### src/sfse_pkg.sv
// constants for the supply fault status and enable register pair
// assumes a command/word port fed by an SMBus byte engine on mclk
package sfse_pkg;

	// command codes
	localparam logic [7:0]  SFSE_CMD_LIVE     = 8'h00;
	localparam logic [7:0]  SFSE_CMD_ENABLE   = 8'h08;
	localparam logic [7:0]  SFSE_CMD_LATCHED  = 8'h11;

	// widths
	localparam int          SFSE_WORD_W       = 16;
	localparam int          SFSE_FAULT_W      = 14;
	localparam int          SFSE_RSVD_W       = SFSE_WORD_W - SFSE_FAULT_W;

	// live fault bit positions used by the re-servo logic
	localparam int          SFSE_BIT_Z_OV     = 0;
	localparam int          SFSE_BIT_Z_UV     = 1;
	localparam int          SFSE_BIT_O_OV     = 5;
	localparam int          SFSE_BIT_O_UV     = 6;

	// enable register servo bits
	localparam int          SFSE_BIT_RSV_Z    = 14;
	localparam int          SFSE_BIT_RSV_O    = 15;

	// reset values
	localparam logic [15:0] SFSE_ENABLE_RST   = 16'h0000;
	localparam logic [15:0] SFSE_WORD_ZERO    = 16'h0000;
	localparam logic [13:0] SFSE_FAULT_ZERO   = 14'h0000;
	localparam logic [1:0]  SFSE_RSVD_ZERO    = 2'h0;

endpackage : sfse_pkg

### src/sfse_top.sv
// live fault status, fault latch enable and latched fault registers
// assumes an SMBus engine presenting one command with one word strobe,
// comparator fault levels asynchronous to mclk, servo qualifiers on mclk
// the byte engine handles SMBus framing and passes whole 16-bit words;
// the servo logic runs one single servo for each one-cycle request pulse
//
// How it works
// bits 0..13 show live faults, 15:14 zero
// live bit reads 0 without fault
// live bits follow comparators, never held
// enable bit low forces latched bit zero
// enable bit high lets live fault latch
// bit 14 re-servos channel zero on fault
// bit 15 re-servos channel one on fault
// reading latched register clears latched bits
// clearing enable clears latched bit at once
// live at 00 read-only, enable at 08
// re-servo request on fault rising edge only
module sfse_top
	import sfse_pkg::*;
(
	// clock and reset
	input  wire logic                    mclk,
	input  wire logic                    rst_n,
	// comparator fault levels, asynchronous
	input  wire logic [SFSE_FAULT_W-1:0] fault_cond,
	// servo qualifiers from the servo and monitor logic
	input  wire logic                    servo_enabled_zero,
	input  wire logic                    repeat_servo_zero,
	input  wire logic                    monitor_on_zero,
	input  wire logic                    servo_enabled_one,
	input  wire logic                    repeat_servo_one,
	input  wire logic                    monitor_on_one,
	// command port
	input  wire logic [7:0]              cmd_code,
	input  wire logic                    cmd_rd,
	input  wire logic                    cmd_wr,
	input  wire logic [SFSE_WORD_W-1:0]  cmd_wdata,
	output logic      [SFSE_WORD_W-1:0]  cmd_rdata,
	output logic                         cmd_ack,
	output logic                         cmd_nack,
	// status out
	output logic      [SFSE_FAULT_W-1:0] live_fault_status,
	output logic      [SFSE_FAULT_W-1:0] latched_fault_status,
	output logic      [SFSE_WORD_W-1:0]  fault_latch_enable,
	output logic                         reservo_req_zero,
	output logic                         reservo_req_one
);

	typedef struct packed {
		logic [SFSE_FAULT_W-1:0] live_prev;
		logic [SFSE_WORD_W-1:0]  enable;
		logic [SFSE_FAULT_W-1:0] latched;
		logic [SFSE_WORD_W-1:0]  rdata;
		logic                    ack;
		logic                    nack;
		logic                    req_zero;
		logic                    req_one;
	} sfse_state_s;

	sfse_state_s             st_r;
	sfse_state_s             st_nxt;
	logic [1:0]              rst_sync_r;
	logic                    rst_int_n;
	logic [SFSE_FAULT_W-1:0] live;

	// servo channel map, index 0 is channel zero
	localparam int RSV_N         = 2;
	localparam int RSV_EN[RSV_N] = '{SFSE_BIT_RSV_Z, SFSE_BIT_RSV_O};
	localparam int RSV_OV[RSV_N] = '{SFSE_BIT_Z_OV, SFSE_BIT_O_OV};
	localparam int RSV_UV[RSV_N] = '{SFSE_BIT_Z_UV, SFSE_BIT_O_UV};

	// command decode and next-state pieces
	logic                    wr_enable;
	logic                    rd_latched;
	logic [SFSE_WORD_W-1:0]  enable_nxt;
	logic [SFSE_FAULT_W-1:0] latch_nxt;
	logic [RSV_N-1:0]        servo_on_v;
	logic [RSV_N-1:0]        repeat_v;
	logic [RSV_N-1:0]        monitor_v;
	logic [RSV_N-1:0]        rsv_ok;
	logic [RSV_N-1:0]        rsv_edge;

	// reset release through two flops
	always_ff @(posedge mclk or negedge rst_n) begin
		if (!rst_n) begin
			rst_sync_r <= '0;
		end else begin
			rst_sync_r <= {rst_sync_r[0], 1'h1};
		end
	end
	assign rst_int_n = rst_sync_r[1];

	// comparator tracking through the two-stage synchroniser
	sfse_sync #(
		.W (SFSE_FAULT_W)
	) u_fault_sync (
		.clk   (mclk),
		.rst_n (rst_int_n),
		.d     (fault_cond),
		.q     (live)
	);

	function automatic logic rising(input logic [SFSE_FAULT_W-1:0] now,
	                                input logic [SFSE_FAULT_W-1:0] prev,
	                                input int                      ov,
	                                input int                      uv);
		rising = (now[ov] & ~prev[ov]) | (now[uv] & ~prev[uv]);
	endfunction : rising

	// true when the strobed code matches the wanted command
	function automatic logic cmd_is(input logic [7:0] code,
	                                input logic [7:0] want);
		cmd_is = (code == want);
	endfunction : cmd_is

	// command decode, a write wins over a read
	assign wr_enable  = cmd_wr & cmd_is(cmd_code, SFSE_CMD_ENABLE);
	assign rd_latched = ~cmd_wr & cmd_rd & cmd_is(cmd_code, SFSE_CMD_LATCHED);
	assign enable_nxt = wr_enable ? cmd_wdata : st_r.enable;

	// one latch cell per fault bit
	for (genvar b = 0; b < SFSE_FAULT_W; b++) begin : g_latch
		// read clears, set still wins
		// disabled bit forced zero
		// enabled live fault sets latch
		// enable clear drops latch
		assign latch_nxt[b] = ((st_r.latched[b] & ~rd_latched) | live[b]) & enable_nxt[b];
	end

	// servo qualifiers gathered per channel
	assign servo_on_v = {servo_enabled_one, servo_enabled_zero};
	assign repeat_v   = {repeat_servo_one, repeat_servo_zero};
	assign monitor_v  = {monitor_on_one, monitor_on_zero};

	// one re-servo trigger per servo channel
	for (genvar g = 0; g < RSV_N; g++) begin : g_rsv
		// channel zero needs enable and qualifiers
		// channel one needs enable and qualifiers
		assign rsv_ok[g]   = st_r.enable[RSV_EN[g]]
		                   & servo_on_v[g]
		                   & ~repeat_v[g]
		                   & monitor_v[g];
		// edge triggered request
		assign rsv_edge[g] = rising(live, st_r.live_prev, RSV_OV[g], RSV_UV[g]);
	end

	always_comb begin
		st_nxt           = st_r;
		st_nxt.live_prev = live;
		st_nxt.enable    = enable_nxt;
		st_nxt.latched   = latch_nxt;
		st_nxt.ack       = 1'h0;
		st_nxt.nack      = 1'h0;
		st_nxt.req_zero  = rsv_ok[0] & rsv_edge[0];
		st_nxt.req_one   = rsv_ok[1] & rsv_edge[1];

		// every strobe answered once
		if (cmd_wr) begin
			st_nxt.ack  = wr_enable;
			st_nxt.nack = ~wr_enable;
		end else if (cmd_rd) begin
			st_nxt.ack = 1'h1;
			unique case (cmd_code)
				// reserved bits zero
				SFSE_CMD_LIVE: begin
					st_nxt.rdata = {SFSE_RSVD_ZERO, live};
				end
				SFSE_CMD_ENABLE: begin
					st_nxt.rdata = st_r.enable;
				end
				SFSE_CMD_LATCHED: begin
					st_nxt.rdata = {SFSE_RSVD_ZERO, st_r.latched};
				end
				default: begin
					st_nxt.rdata = SFSE_WORD_ZERO;
					st_nxt.ack   = 1'h0;
					st_nxt.nack  = 1'h1;
				end
			endcase
		end
	end

	always_ff @(posedge mclk or negedge rst_int_n) begin
		if (!rst_int_n) begin
			st_r        <= '0;
			st_r.enable <= SFSE_ENABLE_RST;
		end else begin
			st_r <= st_nxt;
		end
	end

	// live output is the synchroniser flop
	assign live_fault_status    = live;
	assign latched_fault_status = st_r.latched;
	assign fault_latch_enable   = st_r.enable;
	assign cmd_rdata            = st_r.rdata;
	assign cmd_ack              = st_r.ack;
	assign cmd_nack             = st_r.nack;
	assign reservo_req_zero     = st_r.req_zero;
	assign reservo_req_one      = st_r.req_one;

endmodule : sfse_top

### src/sfse_sync.sv
// two-stage synchroniser bank for asynchronous fault comparator levels
// assumes a reset already released synchronously to clk
module sfse_sync
	import sfse_pkg::*;
#(
	parameter int W = SFSE_FAULT_W
) (
	// clock and reset
	input  wire logic         clk,
	input  wire logic         rst_n,
	// levels
	input  wire logic [W-1:0] d,
	output logic      [W-1:0] q
);

	typedef struct packed {
		logic [W-1:0] meta;
		logic [W-1:0] stable;
	} sfse_sync_s;

	sfse_sync_s st_r;
	sfse_sync_s st_nxt;

	always_comb begin
		st_nxt.meta   = d;
		st_nxt.stable = st_r.meta;
	end

	always_ff @(posedge clk or negedge rst_n) begin
		if (!rst_n) begin
			st_r <= '0;
		end else begin
			st_r <= st_nxt;
		end
	end

	assign q = st_r.stable;

endmodule : sfse_sync

### config.mk
export PLATFORM = sky130hd
export DESIGN_NAME = sfse_top
export DESIGN_NICKNAME = d
export VERILOG_FILES = /design/src/sfse_pkg.sv /design/src/sfse_top.sv /design/src/sfse_sync.sv
export SDC_FILE = /design/constraint.sdc
export NUM_CORES = 1
export LEC_CHECK = 0
export BUFFER_PORTS_ARGS = -buffer_cell sky130_fd_sc_hd__buf_2
export CAP_MARGIN = 20
export CORE_MARGIN = 4
export CORE_UTILIZATION = 40
export DETAILED_ROUTE_END_ITERATION = 6
export SYNTH_ARGS = -nofsm -noshare
export SYNTH_HDL_FRONTEND = slang
export SYNTH_SLANG_ARGS = --single-unit
### constraint.sdc
create_clock -name mclk -period 5.1 [get_ports mclk]
set_clock_uncertainty 0.1 [all_clocks]
set_input_delay 0.765 -clock mclk [delete_from_list [all_inputs] [get_ports mclk]]
set_output_delay 0.765 -clock mclk [all_outputs]
set_load 0.05 [all_outputs]
# After elaboration in Yosys (flattened, before gate mapping)
# Index checks and enable logic that the tools add are counted.
totals:
  regBits: 87
  input_bits: 48
  out_inout_bits: 64
  elab_cells: 90
op_classes:
  n_eq_ne: 2
  muxes: 5
  n_bitwise: 68
  reduce_logical: 3
ops:
  columns: ["cell", "count"]
  rows:
  - ["$pmux 16 s3", 1]
  - ["$and 1x1->1", 43]
  - ["$or 1x1->1", 16]
  - ["$mux 14", 1]
  - ["$not 1->1", 9]
  - ["$eq 8x4->1 const B", 1]
  - ["$eq 8x5->1 const B", 1]
  - ["$logic_not 8->1", 1]
  - ["$mux 2", 3]
  - ["$reduce_or 3->1", 1]
  - ["$reduce_and 2->1", 1]

# Logic depth before layout (Yosys ltp)
depth:
  ltp_word: 7
  depth_mapped: 6
  ltp_nobuf: 4

# Cells and area by module
# From an unflattened synthesis, not the netlist that was laid out.
hier_totals:
  hier_cells: 271
  hier_area_um2: 3458.3
by_module_without_submodules:
  columns: ["mod", "n_inst", "cells_each", "area_each_um2", "seq_area_each_um2"]
  rows:
  - ["sfse_top", 1, 243, 2757.6, 1401.3]
  - ["sfse_sync", 1, 28, 700.7, 700.7]

# Least setup slack after synthesis
# No wires, ideal clock.
synth_timing:
  kind: "in2reg"
  from: "in cmd_code[7]"
  to: "reg st_r, in the netlist latched_fault_status[10]"
  setup_time_ps: 119
  t_arrival_ps: 1997
  required_ps: 4881
  path_slack_ps: 2885
  cell_stages: 5
  path_buffers: 1
  cell_sequence: "nor3_1 > nand4_4 > buf_6 > mux2_4 > and2_1"
synth_via:
  word_cells_on_any_way: 9
  cone_classes: "2 x eq/ne; 1 x mux; 6 x bitwise"
synth_lines:
  columns: ["item", "line", "text"]
  rows:
  - ["from (decl)", "sfse_top.sv:35", "input wire logic [7:0] cmd_code,"]
  - ["$eq 8x4->1", "sfse_top.sv:114", "cmd_is = (code == want);"]
  - ["$and 1x1->1", "sfse_top.sv:118", "assign wr_enable = cmd_wr & cmd_is(cmd_code, SFSE_CMD_ENABLE);"]
  - ["$mux 14", "sfse_top.sv:120", "assign enable_nxt = wr_enable ? cmd_wdata : st_r.enable;"]
  - ["net enable_nxt[10]", "sfse_top.sv:76", "logic [SFSE_WORD_W-1:0] enable_nxt;"]
  - ["$and 1x1->1", "sfse_top.sv:128", "assign latch_nxt[b] = ((st_r.latched[b] & ~rd_latched) | live[b]) & enable_nxt[b];"]
  - ["net latch_nxt[10]", "sfse_top.sv:77", "logic [SFSE_FAULT_W-1:0] latch_nxt;"]
  - ["to (signal assigned)", "sfse_top.sv:189", "st_r <= st_nxt;"]
  - ["to (decl)", "sfse_top.sv:61", "sfse_state_s st_r;"]
# The timed path passes the listed nets, and every way through them passes these cells.
# A chain may end at the register's enable or synchronous reset.

# Worst setup path after layout
layout_timing:
  from: "in cmd_code[7]"
  to: "reg st_r, in the netlist latched_fault_status[13]"
layout_via:
  elab_chain_len: 6
  word_cells_on_any_way: 9
  cone_classes: "2 x eq/ne; 1 x mux; 6 x bitwise"
layout_lines:
  columns: ["item", "line", "text"]
  rows:
  - ["$eq 8x5->1", "sfse_top.sv:114", null]
  - ["$and 1x1->1", "sfse_top.sv:119", "assign rd_latched = ~cmd_wr & cmd_rd & cmd_is(cmd_code, SFSE_CMD_LATCHED);"]
  - ["$not 1->1", "sfse_top.sv:128", null]
  - ["$and 1x1->1", "sfse_top.sv:128", null]
  - ["$or 1x1->1", "sfse_top.sv:128", null]
  - ["$and 1x1->1 *", "sfse_top.sv:128", null]
  - ["net latch_nxt[13]", "sfse_top.sv:77", null]
# The timed path passes the listed nets; every way through them passes the cells marked *.

==> qor.txt <==
status -> completed
syn nets -> 346
gpl congestion -> 0.748
library cells used by synthesis -> 35
total wire length -> 7830 um
Yosys warnings -> 0
first-pass GRT wire length -> 12,200 um
Final #Nets -> 399
aggregate global routing overflow -> 0
P_leak -> 2.11 nW
Synth Area in Adders -> 0
DRC viols -> 0
proportion of synthesized area in mux cells -> 0.0689
setup violators final -> 0
DIE WIDTH -> 103 um
largest family of logic cells by synthesized area -> buffers and inverters
global routing usage on met2 -> 0.235
Final Cell Area -> 4050 sq um
Peak VDD IR -> 0.000120 V
initial antenna violation count -> 0
Detail Route Antenna Nets -> 0
first-pass iteration count of the detailed router -> 4
wire per inst -> 16.9 um
die height -> 103 um
fillers -> 810
DR vias -> 2,253
Critical Path AT -> 2.77 ns
Reg clk slew, reported paths -> 0.08 ns
H-tree Lvls -> 3
R2R Setup Slk -> 3.38 ns
Synth Area in Compound Gates -> 0.0954
clock root cell -> clkbuf_8
Gate Count Post-Synth -> 298
Final Hold Slack -> 0.0888 ns
fmax -> 0.380 GHz
Global Route Usage Sum -> 0.154
initial core utilization -> 0.415
dpl cell area -> 3820 sq um
Tot Pwr -> 1.31 mW
fin cells -> 464
Hold Crit Class -> primary input to asynchronous set/reset pin
Worst setup EP type -> flop
number of flops mapped to enable cells by yosys -> 0
grt met1 use -> 0.206
Netlist Area Pre-Place -> 3630 sq um
number of global-route vias before repair -> 2,276
IO Pins -> 112
cts hold-fix bufs -> 0
share of cells above drive strength 1 -> 0.431
final worst path period share -> 0.516
Core ar. -> 8760 sq um
largest net degree at the start of global routing -> 83
Clock Path Buffers -> 2
crit start category -> primary input
GRT Max-Usage Layer -> met2
Cell Rows -> 34
RSZ-0062 raised after global routing -> false
#FFs+latches synth -> 84
Die ar. -> 10,700 sq um
CP Class -> primary input to flop
Post-Synth Simple-Gate Area -> 0.117
DR vias/cell -> 4.86
area of the multi-input gates -> 1020 sq um
Main synth FF type -> dfrtp_1
Slew Viols, Final -> 0
sequential area share after synthesis -> 0.579
actual slew at the worst max-slew pin -> 0.805 ns
Detailed Route Iter0 Violations -> 122
DP Wirelength -> 5630 um
max-cap violations -> 0
Max-slew headroom -> 0.462
placed cell count -> 446
Post-Synth XOR/XNOR Area -> 0
final hold violations -> 0
most frequent cells in the layout -> buf_2, dfrtp_1, nand2_1
Worst-Skew Late Latency -> 0.34 ns
CTS tree -> built
CTS Sinks -> 84
most common cell after layout, fill and taps aside -> buf_2
setup bufs post-CTS -> 0
P&R area growth vs syn -> 11.5%
Critical Path RT -> 5.24 ns
GR Util met3 -> 0.0557
# resized after CTS -> 0
setup TNS -> 0 ns
Sequential cell area -> 2110 sq um
IO buf count -> 111
mean area per synthesized cell -> 12.2 sq um
CTS buffer count -> 9
Max FO, Critical Path -> 14
Final Critical Period -> 2.63 ns
Post-synth ARST share -> 1.00
pwr dens -> 324 nW/um^2
==> final cells by class <==
type | instances | area share
diodes | 1 | 0.000618
clock buffers | 11 | 0.0349
clock inverters | 4 | 0.0124
multi-input cells | 143 | 0.253
flip-flops and latches | 84 | 0.520
well taps | 108 | 0.0334
repair buffers | 113 | 0.146
==> flip-flops by register name, indices dropped and copies added (netlist names), 2 cells and up <==
register              count
cmd_rdata                16
fault_latch_enable       16
latched_fault_status     14
u_fault_sync.q           14
u_fault_sync.st_nxt      14
st_r                      4
rst_sync_r                2
==> per-stage QoR <==
step,setup slack (ns),util
floorplan,2.49,-
global placement,2.18,0.436
detailed placement,2.08,0.436
CTS,2.47,0.458
global route,2.31,0.462
finish,2.47,0.462
==> critical path, cell delays in order <==
cell and delay (ns):
buf_2 0.11, nor3_1 0.55, nand4_1 0.80, a21o_1 0.39, and2_1 0.15
==> metal layers <==
| metal | vias up | part of all wire |
|---|---|---|
| li1 | 1067 | - |
| met1 | 1096 | 0.42 |
| met2 | 86 | 0.48 |
| met3 | 4 | 0.093 |
| met4 | 0 | 0.0056 |
| met5 | - | 0 |
==> kinds of logic (layout without fill, tap and decap cells) <==
family | Yosys count | in the layout
muxes | 20 | 20
and+or+nand+nor | 70 | 70
AOI/OAI and AO/OA | 52 | 52
DFF | 84 | 84
other | 1 | 2
buffers and inverters | 71 | 128
==> cell usage after synthesis, types with 6 or more instances <==
library cell | instances | share of area
a21o_1 | 14 | 0.029
a21oi_1 | 10 | 0.014
a222oi_1 | 6 | 0.017
and2_1 | 16 | 0.028
buf_4 | 61 | 0.13
dfrtp_1 | 84 | 0.58
mux2_2 | 8 | 0.025
mux2_4 | 8 | 0.033
nand2_1 | 19 | 0.020
nor2_1 | 7 | 0.0072
o21ai_0 | 16 | 0.022
==> where the power goes <==
part           internal, mW  switching [mW]
combinational        0.0435          0.0939
sequential            0.689          0.0209
clock                 0.237           0.230
==> worst paths after layout <==
path	startpoint	cells after the start	end
max	cmd_code[7]	5	latched_fault_status[13]$_DFF_PN0_
min	rst_n	1	rst_sync_r[1]$_DFF_PN0_
max reg2reg	u_fault_sync.q[6]$_DFF_PN0_	4	cmd_rdata[6]$_DFFE_PN0P_
min reg2reg	rst_sync_r[1]$_DFF_PN0_	0	u_fault_sync.st_nxt[12]$_DFF_PN0_
max in group asynchronous	rst_sync_r[1]$_DFF_PN0_	1	cmd_rdata[0]$_DFFE_PN0P_
min in group mclk	u_fault_sync.st_nxt[13]$_DFF_PN0_	0	u_fault_sync.q[13]$_DFF_PN0_
(Power assumes the default switching activity.)
